**src/vdc_pkg.sv**
```systemverilog
package vdc_pkg;

	// register offsets inside the 32-byte I/O window
	localparam logic [4:0] OFF_CMD    = 5'h10;
	localparam logic [4:0] OFF_LREM   = 5'h11;
	localparam logic [4:0] OFF_LADDR  = 5'h12;
	localparam logic [4:0] OFF_PKT    = 5'h16;
	localparam logic [4:0] OFF_RPREM  = 5'h18;
	localparam logic [4:0] OFF_RVREM  = 5'h19;
	localparam logic [4:0] OFF_RVADDR = 5'h1a;
	localparam logic [4:0] OFF_RPADDR = 5'h1c;
	localparam logic [4:0] OFF_RSTAT  = 5'h1f;

	// command and status byte bit positions
	localparam int CMD_START_BIT = 7;
	localparam int CMD_DONE_BIT  = 1;
	localparam int STAT_CLR_BIT  = 7;

	// values after reset
	localparam logic [7:0]  CMD_RST  = 8'h00;
	localparam logic [7:0]  BYTE_RST = 8'h00;
	localparam logic [31:0] ADDR_RST = 32'h0000_0000;

	// transfer sizes in bytes
	localparam logic [7:0] BEAT32_BYTES  = 8'h04;
	localparam logic [7:0] BEAT64_BYTES  = 8'h08;
	localparam logic [9:0] PAUSE_BYTES   = 10'h040;
	localparam logic [9:0] BLOCK32_BYTES = 10'h100;
	localparam logic [9:0] BLOCK64_BYTES = 10'h200;

	// transfer timeout
	localparam int unsigned TIMEOUT_MS          = 16;
	localparam int unsigned CLK_HZ              = 50000000;
	localparam int unsigned TIMEOUT_CYCLES_DFLT = TIMEOUT_MS * (CLK_HZ / 1000);

	typedef struct packed {
		logic start;
		logic rsvd;
		logic dir;
		logic wide32;
		logic pause;
		logic irq_en;
		logic done;
		logic block;
	} vdc_cmd_t;

	typedef struct packed {
		logic        sel;
		logic        rd;
		logic        wr;
		logic        word;
		logic [4:0]  addr;
		logic [15:0] wdata;
	} vdc_io_req_t;

	typedef enum {ST_IDLE, ST_RUN, ST_PAUSE} vdc_state_t;

endpackage

```
**src/vdc_dma_regs.sv**
```systemverilog
// Summary of operation
// - command bit 7 write launches transfer
// - abort after 16 ms, flag timeout
// - bit 5 selects transfer direction
// - bit 4 selects 32 or 64 bit
// - pause plus block releases per 64 bytes
// - block mode pauses per 256/512 bytes
// - bit 2 enables completion interrupt
// - done flag shows completion, cleared on start
// - writing done zero withdraws interrupt
// - local address advances by beat size
// - address read shows next access address
// - bit 31 at 0x12, bit 0 at 0x15
// - byte or word access only
// - packet count decrements, reads remaining
// - remote address split by bypass bit
// - remote address bytes 1a-1d (VME) or 1c-1f (PCI) increment
// - in VME mode 1f reads remote status, bit7 clears
module vdc_dma_regs
	import vdc_pkg::*;
#(
	parameter int unsigned TIMEOUT_CYCLES = TIMEOUT_CYCLES_DFLT,
	parameter int          DATA_W         = 64
) (
	input  wire logic              mclk,
	input  wire logic              rst,
	input  wire vdc_io_req_t       io_req,
	output logic [15:0]            io_rdata,
	output logic                   io_ack,
	input  wire logic [7:0]        remote_status_pin,
	input  wire logic              remote_vme_pin,
	input  wire logic              map_bypass_pin,
	input  wire logic              src_valid,
	input  wire logic [DATA_W-1:0] src_data,
	output logic                   src_ready,
	output logic                   snk_valid,
	output logic [DATA_W-1:0]      snk_data,
	input  wire logic              snk_ready,
	output logic                   bus_req,
	output logic                   dma_dir,
	output logic                   dma_wide32,
	output logic [31:0]            local_bus_address,
	output logic [31:0]            far_addr,
	output logic [11:0]            far_map_sel,
	output logic                   dma_irq,
	output logic                   dma_done,
	output logic                   timeout_err,
	output logic                   remote_err_clear
);

	vdc_state_t  state;
	vdc_state_t  next_state;
	vdc_cmd_t    cmd;
	logic [7:0]  local_remainder_count;
	logic [15:0] local_packet_count;
	logic [7:0]  remote_pci_remainder_count;
	logic [7:0]  remote_vme_remainder_count;
	logic [31:0] remote_vme_address;
	logic [31:0] remote_pci_address;
	logic [23:0] issue_left;
	logic [9:0]  burst;
	logic [31:0] tmo_cnt;
	logic [1:0]  fill;
	logic [DATA_W-1:0] buf1;
	logic [DATA_W-1:0] snk_head;
	logic [9:0]  sync1;
	logic [9:0]  sync2;

	// synchronised pin levels
	wire [7:0] remote_status = sync2[9:2];
	wire       remote_vme    = sync2[1];
	wire       map_bypass    = sync2[0];

	// register access decode
	wire word_ok = ~io_req.word | ~io_req.addr[0];
	wire wr_go   = io_req.sel & io_req.wr & word_ok;
	wire rd_go   = io_req.sel & io_req.rd & word_ok;
	wire running = (state != ST_IDLE);

	function automatic logic wb(input logic [4:0] off);
		wb = wr_go & ((io_req.addr == off) | (io_req.word & ((io_req.addr | 5'h01) == off)));
	endfunction

	function automatic logic [7:0] wd(input logic [4:0] off);
		wd = (io_req.word & (io_req.addr == off)) ? io_req.wdata[15:8] : io_req.wdata[7:0];
	endfunction

	wire [7:0] cmd_wd   = wd(OFF_CMD);
	wire       cmd_wr   = wb(OFF_CMD);
	wire       start_go = cmd_wr & cmd_wd[CMD_START_BIT] & ~running;
	wire       done_clr = cmd_wr & ~cmd_wd[CMD_DONE_BIT];
	wire [7:0] stat_wd  = wd(OFF_RSTAT);
	wire       stat_clr = remote_vme & wb(OFF_RSTAT) & stat_wd[STAT_CLR_BIT];

	// data movement
	wire        src_acc   = src_valid & src_ready;
	wire        snk_acc   = snk_valid & snk_ready;
	wire [7:0]  beat      = cmd.wide32 ? BEAT32_BYTES : BEAT64_BYTES;
	wire [23:0] beat24    = {16'h0000, beat};
	wire [23:0] count24   = {local_packet_count, local_remainder_count};
	wire [23:0] count_dec = count24 - beat24;
	wire        cnt_zero  = (count24 == 24'h000000);
	wire        complete  = running & cnt_zero;
	wire        tmo_hit   = running & (tmo_cnt >= TIMEOUT_CYCLES - 1);
	wire        loc_step  = cmd.dir ? src_acc : snk_acc;
	wire        far_step  = cmd.dir ? snk_acc : src_acc;

	// bus release spacing
	wire [9:0] blk_lim    = cmd.wide32 ? BLOCK32_BYTES : BLOCK64_BYTES;
	wire [9:0] burst_lim  = ~cmd.block ? {2'b00, beat} : (cmd.pause ? PAUSE_BYTES : blk_lim);
	wire [9:0] next_burst = burst + {2'b00, beat};
	wire       burst_hit  = src_acc & (next_burst >= burst_lim);

	// two-entry buffer occupancy
	wire       push      = src_acc;
	wire       pop       = snk_acc;
	wire [1:0] fill_step = fill + {1'b0, push} - {1'b0, pop};
	wire [1:0] next_fill = tmo_hit ? 2'd0 : fill_step;
	wire [23:0] next_issue = start_go ? count24 : (src_acc ? issue_left - beat24 : issue_left);

	always_comb begin
		next_state = state;
		case (state)
			ST_IDLE: begin
				if (start_go)
					next_state = ST_RUN;
			end
			ST_RUN: begin
				if (complete | tmo_hit)
					next_state = ST_IDLE;
				else if (burst_hit)
					next_state = ST_PAUSE;
			end
			ST_PAUSE: begin
				if (complete | tmo_hit)
					next_state = ST_IDLE;
				else
					next_state = ST_RUN;
			end
			default: begin
				next_state = ST_IDLE;
			end
		endcase
	end

	function automatic logic [7:0] rb(input logic [4:0] off);
		case (off)
			OFF_CMD:          rb = {running, 1'b0, cmd.dir, cmd.wide32, cmd.pause, cmd.irq_en, dma_done, cmd.block};
			OFF_LREM:         rb = local_remainder_count;
			OFF_LADDR:        rb = local_bus_address[31:24];
			OFF_LADDR + 5'h1: rb = local_bus_address[23:16];
			OFF_LADDR + 5'h2: rb = local_bus_address[15:8];
			OFF_LADDR + 5'h3: rb = local_bus_address[7:0];
			OFF_PKT:          rb = local_packet_count[15:8];
			OFF_PKT + 5'h1:   rb = local_packet_count[7:0];
			OFF_RPREM:        rb = remote_vme ? BYTE_RST : remote_pci_remainder_count;
			OFF_RVREM:        rb = remote_vme ? remote_vme_remainder_count : BYTE_RST;
			OFF_RVADDR:       rb = remote_vme ? remote_vme_address[31:24] : BYTE_RST;
			OFF_RVADDR + 5'h1: rb = remote_vme ? remote_vme_address[23:16] : BYTE_RST;
			OFF_RPADDR:       rb = remote_vme ? remote_vme_address[15:8] : remote_pci_address[15:8];
			OFF_RPADDR + 5'h1: rb = remote_vme ? remote_vme_address[7:0] : remote_pci_address[7:0];
			OFF_RPADDR + 5'h2: rb = remote_vme ? BYTE_RST : remote_pci_address[31:24];
			OFF_RSTAT:        rb = remote_vme ? remote_status : remote_pci_address[23:16];
			default:          rb = BYTE_RST;
		endcase
	endfunction

	wire [15:0] rd_word = io_req.word ? {rb(io_req.addr), rb(io_req.addr | 5'h01)} : {8'h00, rb(io_req.addr)};

	assign snk_data   = snk_head;
	assign dma_dir    = cmd.dir;
	assign dma_wide32 = cmd.wide32;

	always_ff @(posedge mclk or posedge rst) begin
		if (rst) begin
			sync1 <= 10'h000;
			sync2 <= 10'h000;
		end else begin
			sync1 <= {remote_status_pin, remote_vme_pin, map_bypass_pin};
			sync2 <= sync1;
		end
	end

	always_ff @(posedge mclk or posedge rst) begin
		if (rst) begin
			io_ack   <= 1'b0;
			io_rdata <= 16'h0000;
		end else begin
			io_ack   <= io_req.sel & (io_req.rd | io_req.wr);
			io_rdata <= rd_go ? rd_word : 16'h0000;
		end
	end

	always_ff @(posedge mclk or posedge rst) begin
		if (rst) begin
			state      <= ST_IDLE;
			issue_left <= 24'h000000;
			fill       <= 2'd0;
			src_ready  <= 1'b0;
			snk_valid  <= 1'b0;
			bus_req    <= 1'b0;
		end else begin
			state      <= next_state;
			issue_left <= tmo_hit ? 24'h000000 : next_issue;
			fill       <= next_fill;
			src_ready  <= (next_state == ST_RUN) & (next_fill < 2'd2) & (next_issue != 24'h000000);
			snk_valid  <= (next_fill != 2'd0);
			bus_req    <= (next_state == ST_RUN);
		end
	end

	always_ff @(posedge mclk or posedge rst) begin
		if (rst) begin
			snk_head <= '0;
			buf1     <= '0;
		end else if (push & (~pop | (fill == 2'd2))) begin
			if (fill == 2'd0)
				snk_head <= src_data;
			else if (pop)
				snk_head <= buf1;
			if (fill != 2'd0)
				buf1 <= src_data;
		end else if (pop) begin
			snk_head <= push ? src_data : buf1;
		end
	end

	always_ff @(posedge mclk or posedge rst) begin
		if (rst) begin
			burst   <= 10'h000;
			tmo_cnt <= 32'h0000_0000;
		end else begin
			burst   <= (~running | burst_hit) ? 10'h000 : (src_acc ? next_burst : burst);
			tmo_cnt <= running ? tmo_cnt + 32'h0000_0001 : 32'h0000_0000;
		end
	end

	always_ff @(posedge mclk or posedge rst) begin
		if (rst) begin
			cmd <= CMD_RST;
		end else if (cmd_wr & ~running) begin
			cmd        <= cmd_wd;
			cmd.start  <= 1'b0;
			cmd.rsvd   <= 1'b0;
			cmd.done   <= 1'b0;
		end
	end

	always_ff @(posedge mclk or posedge rst) begin
		if (rst) begin
			dma_done    <= 1'b0;
			dma_irq     <= 1'b0;
			timeout_err <= 1'b0;
		end else begin
			dma_done    <= complete | (dma_done & ~done_clr & ~start_go);
			dma_irq     <= (complete & cmd.irq_en) | (dma_irq & ~done_clr & ~start_go);
			timeout_err <= tmo_hit | (timeout_err & ~start_go & ~stat_clr);
		end
	end

	always_ff @(posedge mclk or posedge rst) begin
		if (rst) begin
			local_remainder_count <= BYTE_RST;
			local_packet_count    <= 16'h0000;
		end else if (running) begin
			if (snk_acc)
				{local_packet_count, local_remainder_count} <= count_dec;
		end else begin
			if (wb(OFF_LREM))
				local_remainder_count <= wd(OFF_LREM);
			for (int i = 0; i < 2; i++)
				if (wb(5'(OFF_PKT + i)))
					local_packet_count[8*(1-i) +: 8] <= wd(5'(OFF_PKT + i));
		end
	end

	always_ff @(posedge mclk or posedge rst) begin
		if (rst) begin
			local_bus_address <= ADDR_RST;
		end else if (running) begin
			if (loc_step)
				local_bus_address <= local_bus_address + {24'h000000, beat};
		end else begin
			for (int i = 0; i < 4; i++)
				if (wb(5'(OFF_LADDR + i)))
					local_bus_address[8*(3-i) +: 8] <= wd(5'(OFF_LADDR + i));
		end
	end

	always_ff @(posedge mclk or posedge rst) begin
		if (rst) begin
			remote_vme_address <= ADDR_RST;
			remote_pci_address <= ADDR_RST;
		end else if (running) begin
			if (far_step & remote_vme)
				remote_vme_address <= remote_vme_address + {24'h000000, beat};
			if (far_step & ~remote_vme)
				remote_pci_address <= remote_pci_address + {24'h000000, beat};
		end else if (remote_vme) begin
			for (int i = 0; i < 4; i++)
				if (wb(5'(OFF_RVADDR + i)))
					remote_vme_address[8*(3-i) +: 8] <= wd(5'(OFF_RVADDR + i));
		end else begin
			if (wb(OFF_RPADDR))
				remote_pci_address[15:8] <= wd(OFF_RPADDR);
			if (wb(OFF_RPADDR + 5'h1))
				remote_pci_address[7:0] <= wd(OFF_RPADDR + 5'h1);
			if (wb(OFF_RPADDR + 5'h2))
				remote_pci_address[31:24] <= wd(OFF_RPADDR + 5'h2);
			if (wb(OFF_RSTAT))
				remote_pci_address[23:16] <= wd(OFF_RSTAT);
		end
	end

	always_ff @(posedge mclk or posedge rst) begin
		if (rst) begin
			remote_pci_remainder_count <= BYTE_RST;
			remote_vme_remainder_count <= BYTE_RST;
		end else if (~running) begin
			if (~remote_vme & wb(OFF_RPREM))
				remote_pci_remainder_count <= wd(OFF_RPREM);
			if (remote_vme & wb(OFF_RVREM))
				remote_vme_remainder_count <= wd(OFF_RVREM);
		end
	end

	// far start address: low 12 bits always, upper bits only for VME or when mapping is bypassed
	always_ff @(posedge mclk or posedge rst) begin
		if (rst) begin
			far_addr         <= ADDR_RST;
			far_map_sel      <= 12'h000;
			remote_err_clear <= 1'b0;
		end else begin
			far_addr         <= remote_vme ? remote_vme_address :
				(map_bypass ? remote_pci_address : {20'h00000, remote_pci_address[11:0]});
			far_map_sel      <= (remote_vme | map_bypass) ? 12'h000 : remote_pci_address[23:12];
			remote_err_clear <= stat_clr;
		end
	end

endmodule

```
**config.mk**
```make
export PLATFORM = sky130hd
export DESIGN_NAME = vdc_dma_regs
export DESIGN_NICKNAME = d
export VERILOG_FILES = /design/src/vdc_pkg.sv /design/src/vdc_dma_regs.sv
export SDC_FILE = /design/constraint.sdc
export NUM_CORES = 1
export LEC_CHECK = 0
export BUFFER_PORTS_ARGS = -buffer_cell sky130_fd_sc_hd__buf_2
export CAP_MARGIN = 20
export CORE_UTILIZATION = 25
export DETAILED_ROUTE_END_ITERATION = 8
export PLACE_DENSITY = 0.42
export SYNTH_ARGS = -nofsm -noshare
export SYNTH_HDL_FRONTEND = slang
export SYNTH_SLANG_ARGS = --single-unit
```
**constraint.sdc**
```tcl
create_clock -name mclk -period 40.3 [get_ports mclk]
set_clock_uncertainty 0.2 [all_clocks]
set_input_delay 6.045 -clock mclk [delete_from_list [all_inputs] [get_ports mclk]]
set_output_delay 6.045 -clock mclk [all_outputs]
set_load 0.01 [all_outputs]
```
==> results.py, run 1 <==
metrics = {
    "sta": {
        "rsz0062_at_grt": "false",
        "finalSetupTns_ps": 0,
        "fin_hold_ws_ps": 145,
        "fin_crit_ps": 8990,
        "tightest_slew_ps": 1190,
        "max_slew_margin_pct": 19.9,
        "fmax_mhz": 111,
        "slew_viol_final": 0,
        "min_period_over_period_pct": 22.3,
        "finalWorstSetupSlack_ps": 31310,
        "hold_viol": 0,
        "setup_viol": 0,
    },
    "die": {
        "die_width_um": 310,
        "dieArea_um2": 95900,
        "std_cell_rows": 112,
        "die_y_um": 310,
        "io_pins": 269,
        "start_util_pct": 25.3,
        "core_um2": 93500,
    },
    "routing": {
        "drt_iter0_markers": 1807,
        "drc": 0,
        "vias_per_cell": 5.17,
        "routed_wl_um": 90800,
        "ant_nets": 0,
        "vias": 20600,
        "wl_per_cell_um": 22.8,
        "first_pass_iters": 8,
    },
    "place": {
        "dpl.cell_count": 3874,
        "pre_cts_ws_ps": 30560,
        "hpwl_um": 62400,
        "portBuffers": 268,
        "gp_congestion": 0.882,
    },
    "worst_setup_path": {
        "worstSetupPathDepth": 9,
        "crit_family": "compound AO/OA/AOI/OAI gates",
        "regToRegStartpoint": "state[7]",
        "worstPathArrival_ps": 9290,
        "critPathLaunchType": "input pin",
        "critPathBufInv": 2,
        "r2r_end": "remote_pci_address[12]",
        "worstRegToRegCells": 8,
        "crit_fanout": 18,
        "ff2ff_setup_slack_ps": 35250,
        "end_kind": "flip-flop",
        "max_stage_delay_ps": 730,
        "crit_slowest_cell": "nor2_1",
        "cp_cell_sequence": "buf_2 -> and2_1 -> clkinv_1 -> o21ai_0 -> o21a_1 -> a21oi_1 -> nor2_1 -> o21ai_0 -> a22o_1",
        "crit_top_cell": "o21ai_0",
        "crit_type": "in -> reg",
        "cp.required_ps": 40600,
    },
    "yosys": {
        "syn_inst": 2455,
        "synth.avg_cell_area_um2": 9.64,
        "yosys-top-cells-area": "dfrtp_1 48%, mux2i_1 6.3%, mux2_2 5.3%",
        "yosysSeqAreaShare_pct": 48.1,
        "synth_edf_count": 0,
        "netlist_top_cells_count": "455 x dfrtp_1, 287 x nand2_1, 206 x o21ai_0",
        "synth_most_common_cell": "dfrtp_1",
        "synth_seq_cells": 455,
        "ys_async_sr_fraction_pct": 100,
        "yosys_warnings": 0,
        "ys_types": 75,
        "yosysTopAreaCell": "dfrtp_1",
        "synthFlopType": "dfrtp_1",
        "yosysTopAreaCellShare_pct": 48.1,
        "syn_area_um2": 23700,
    },
    "final_layout": {
        "final_util_pct": 30.3,
        "final_cells": 3980,
        "drive_gt1_share_pct": 19.5,
        "final_nets": 2808,
        "areaGrowthSynthToFinish_pct": 19.7,
    },
    "grt": {
        "grt_pass1_wl_um": 134000,
        "overflow": 0,
        "grt_max_degree": 174,
        "grt_usage_pct": 18.5,
        "grt_pass1_vias": 20200,
        "antenna_found_initial": 10,
    },
    "clocking": {
        "postCtsSetupBuffers": 0,
        "cts_max_level": 2,
        "ctsResizeCount": 0,
        "cts.hold.buffers_added": 0,
        "cts.sinks": 455,
        "cts_root_buffer": "clkbuf_16",
        "cts_tree": "built",
        "numCtsBuffers": 53,
        "clk_pin_slew_ps": 70,
        "clock_latency_ps": 650,
        "cts_buffer_depth": 3,
    },
    "power": {
        "ir_worst_vdd_mv": 0.0345,
        "cellLeakagePower_nw": 12.6,
        "power_density_nw_per_um2": 41.2,
    },
    "worst_hold_path": {
        "hold_depth": 0,
        "min_to": "sync2[1]",
        "min_path_type": "reg -> reg",
        "min_from": "sync1[1]",
    },
    "outcome": {
        "status": "complete, no violations",
    },
    "run": {
        "maxCapViolCount": 0,
    },
}
==> cell families after synthesis <==
group | count (synthesis) | synth area share (%)
AND/OR/NAND/NOR | 810 | 16.4
XOR/XNOR | 51 | 1.89
adder cells (fa/ha/maj) | 27 | 1.62
AO/OA/AOI/OAI | 656 | 17.1
other | 1 | 0.0158
multiplexers | 263 | 11.7
buffers and inverters | 192 | 3.06
flip-flops | 455 | 48.1
==> report_power, final <==
part / switching, mW / internal (mW) / total, mW
Sequential: 0.0419 / 0.475 / 0.517
Clock: 0.217 / 0.301 / 0.518
Combinational: 0.0891 / 0.0421 / 0.131
Total: 0.348 / 0.818 / 1.17
==> worst max-delay path by stage <==
stage | start | endpoint
global route | src_valid | remote_pci_address[16]
floorplan | rst | buf1[0]
global placement | src_valid | snk_data[37]
detailed placement | src_valid | snk_data[31]
finish | src_valid | remote_pci_address[16]
CTS | src_valid | snk_data[31]
==> area by class of cell <==
cell class	count	area (µm²)
inverter	34	135
clock buffer	69	1490
multi-input combinational	1837	11700
clock inverter	30	398
antenna	4	10.0
fill	9810	65100
timing repair buffer	297	1600
sequential	455	11400
tap	1254	1570
==> stage by stage <==
step                      power [mW]  area (µm²)
final                           1.17       28300
after global routing            1.22       28300
after CTS                       1.18       28300
after detailed placement       0.656       26400
after global placement         0.654       26400
after floorplan                0.587       23800
==> layer usage <==
| metal | share of wire, % | wire length, µm | global-route usage [%] | up-vias |
|---|---|---|---|---|
| met1 | 45 | 40500 | 25.5 | 10300 |
| met4 | 3.3 | 2980 | 6.30 | 6 |
| met3 | 6.6 | 5980 | 3.33 | 157 |
| li1 | - | - | - | 9376 |
| met5 | 0.041 | 37 | 0 | - |
| met2 | 45 | 41300 | 29.0 | 725 |
==> sequential cells by signal, summed over array words and instances (netlist names), 32 cells and up <==
name	flops
buf1	64
far_addr	32
local_bus_address	32
remote_pci_address	32
remote_vme_address	32
snk_data	64
state	32
tmo_cnt	32
==> cell usage in the layout (no fill, tap or decap), drive strengths merged, types with 30 or more instances in the layout <==
cell and n:
a21oi 198, nand3 87, mux2i 150, a22o 39, buf 297, dfrtp 455, conb 30, nand2 287
inv 33, nor2 177, nor3 40, mux2 113, xor2 31, clkbuf 69, o21ai 206
==> worst reg2reg max path, cell delays in order, from the launching register on <==
cell and delay (ps):
dfrtp_1 360, nor4_1 420, nand4_1 670, nor2_4 1000, buf_4 780, a41oi_1 510, nor2_1 720, nand2_1 110
o2bb2ai_1 160
(Power assumes the default switching activity.)
==> run 2, diff against run 1 <==
- clock period: 40.3 -> 9.1 ns (I/O delays scaled with it)
==> run 2 against run 1 <==
Effect of this change:
- combinational power rose to 4.5 times the previous value
- first-iteration DRC count rose by 2.9%
- largest power group unchanged
- global-route usage barely moved
- non-clock buffer count did not move
- design area hardly changed
- register-to-register slack worse by 31000 ps
- die area is the same
- sequential share of layout area hardly changed
- critical endpoint is now remote_pci_address[12]
==> results.py, run 2 (synthesized netlist as in run 1, its figures left out) <==
metrics = {
    "worst_hold_path": {
        "min_path_type": "reg -> reg",
        "min_from": "sync1[1]",
    },
    "run": {
        "maxCapViolCount": 0,
    },
    "sta": {
        "hold_viol": 0,
        "rsz0062_at_grt": "false",
        "setup_viol": 0,
        "finalWorstSetupSlack_ps": 4170,
        "tightest_slew_ps": 1170,
        "slew_viol_final": 0,
        "min_period_over_period_pct": 54.2,
        "finalSetupTns_ps": 0,
        "fmax_mhz": 203,
        "fin_crit_ps": 4930,
        "max_slew_margin_pct": 21.2,
    },
    "die": {
        "io_pins": 269,
        "die_width_um": 310,
        "die_y_um": 310,
        "dieArea_um2": 95900,
        "start_util_pct": 25.3,
        "core_um2": 93500,
        "std_cell_rows": 112,
    },
    "power": {
        "power_density_nw_per_um2": 183,
        "ir_worst_vdd_mv": 0.174,
        "cellLeakagePower_nw": 12.6,
    },
    "clocking": {
        "ctsResizeCount": 0,
        "postCtsSetupBuffers": 0,
        "cts_root_buffer": "clkbuf_16",
        "cts_max_level": 2,
        "clock_latency_ps": 640,
        "numCtsBuffers": 54,
        "cts.sinks": 455,
        "cts_tree": "built",
        "cts.hold.buffers_added": 0,
        "cts_buffer_depth": 3,
        "clk_pin_slew_ps": 60,
    },
    "grt": {
        "grt_max_degree": 135,
        "grt_usage_pct": 18.5,
        "antenna_found_initial": 10,
        "overflow": 0,
        "grt_pass1_wl_um": 134000,
        "grt_pass1_vias": 20100,
    },
    "final_layout": {
        "final_nets": 2809,
        "mostFrequentLayoutCells": "454 x dfrtp_1, 287 x nand2_1, 268 x buf_2, 206 x o21ai_0, 198 x a21oi_1",
        "nFillCells": 9767,
        "areaGrowthSynthToFinish_pct": 19.7,
        "final_common_cell": "dfrtp_1",
        "drive_gt1_share_pct": 19.5,
    },
    "place": {
        "pre_cts_ws_ps": 4210,
        "gp_congestion": 0.902,
        "portBuffers": 268,
        "hpwl_um": 62500,
    },
    "routing": {
        "vias": 20700,
        "vias_per_cell": 5.20,
        "drt_iter0_markers": 1860,
        "drc": 0,
        "first_pass_iters": 7,
        "routed_wl_um": 90800,
        "wl_per_cell_um": 22.8,
        "ant_nets": 0,
    },
    "worst_setup_path": {
        "regToRegStartpoint": "state[29]",
        "worstPathArrival_ps": 5230,
        "critPathLaunchType": "flip-flop",
        "crit_type": "reg -> reg",
        "crit_fanout": 90,
        "end_kind": "flip-flop",
        "cp.required_ps": 9400,
        "critPathLaunch": "state[29]",
    },
    "outcome": {
        "status": "complete, no violations",
    },
}
## run 2: cell count changes in the layout (fill, tap and decap cells not counted), sizes merged
cell,previous run,this run
bufinv,6,7
clkinv,19,21
clkinvlp,6,3
dlymetal6s2s,0,1
inv,33,34
buf,297,296
## run 2: layout make-up
type	instances	area, µm²	area share, %
diodes	4	10.0	0.0353
clock buffers	69	1500	5.29
clock inverters	31	395	1.40
inverters	34	131	0.464
multi-input cells	1837	11700	41.5
flip-flops and latches	455	11400	40.2
well taps	1254	1570	5.54
repair buffers	297	1590	5.61
## run 2: stage by stage
stage / std cells / total power [mW] / hold slack [ps] / cell area [µm²] / utilization, %
final: 3981 / 5.19 / 150 / 28300 / 30.3
after CTS: 3975 / 5.26 / 150 / 28300 / 30.3
after floorplan: 2484 / 2.60 / 131 / 23800 / -
after global placement: 3875 / 2.90 / 133 / 26400 / 28.2
after global routing: 3979 / 5.41 / 162 / 28300 / 30.3
after detailed placement: 3875 / 2.90 / 136 / 26400 / 28.2
## run 2: path summary, 6_finish.rpt
| kind | end | slack, ps | cells after the start |
|---|---|---|---|
| max | remote_pci_address[12] | 4170 | 8 |
| min | sync2[1] | 150 | 0 |
| max reg2reg | remote_pci_address[12] | 4170 | 8 |
| min reg2reg | sync2[1] | 150 | 0 |
| max in group asynchronous | snk_data[40] | 5930 | 4 |
| min in group asynchronous | buf1[62] | 690 | 2 |
## run 2: layer usage
| layer | vias up | routed length (µm) | GRT usage, % |
|---|---|---|---|
| met1 | 10300 | 40300 | 25.3 |
| met4 | 6 | 3580 | 7.33 |
| li1 | 9384 | - | - |
| met5 | - | 39 | 0 |
| met3 | 173 | 5960 | 3.31 |
| met2 | 796 | 40900 | 28.8 |
## run 2: where the power goes
group | total [mW] | internal (mW) | switching, mW
Sequential | 2.28 | 2.10 | 0.175
Clock | 2.32 | 1.37 | 0.951
Combinational | 0.591 | 0.188 | 0.403
Total | 5.19 | 3.66 | 1.53
## run 2: critical path, cell delays in order (launching register included)
cell and delay, ps:
dfrtp_1 360, nor4_1 350, nand4_1 750, nor2_4 780, buf_4 860, a41oi_1 490
nor2_1 710, nand2_1 110, o2bb2ai_1 150
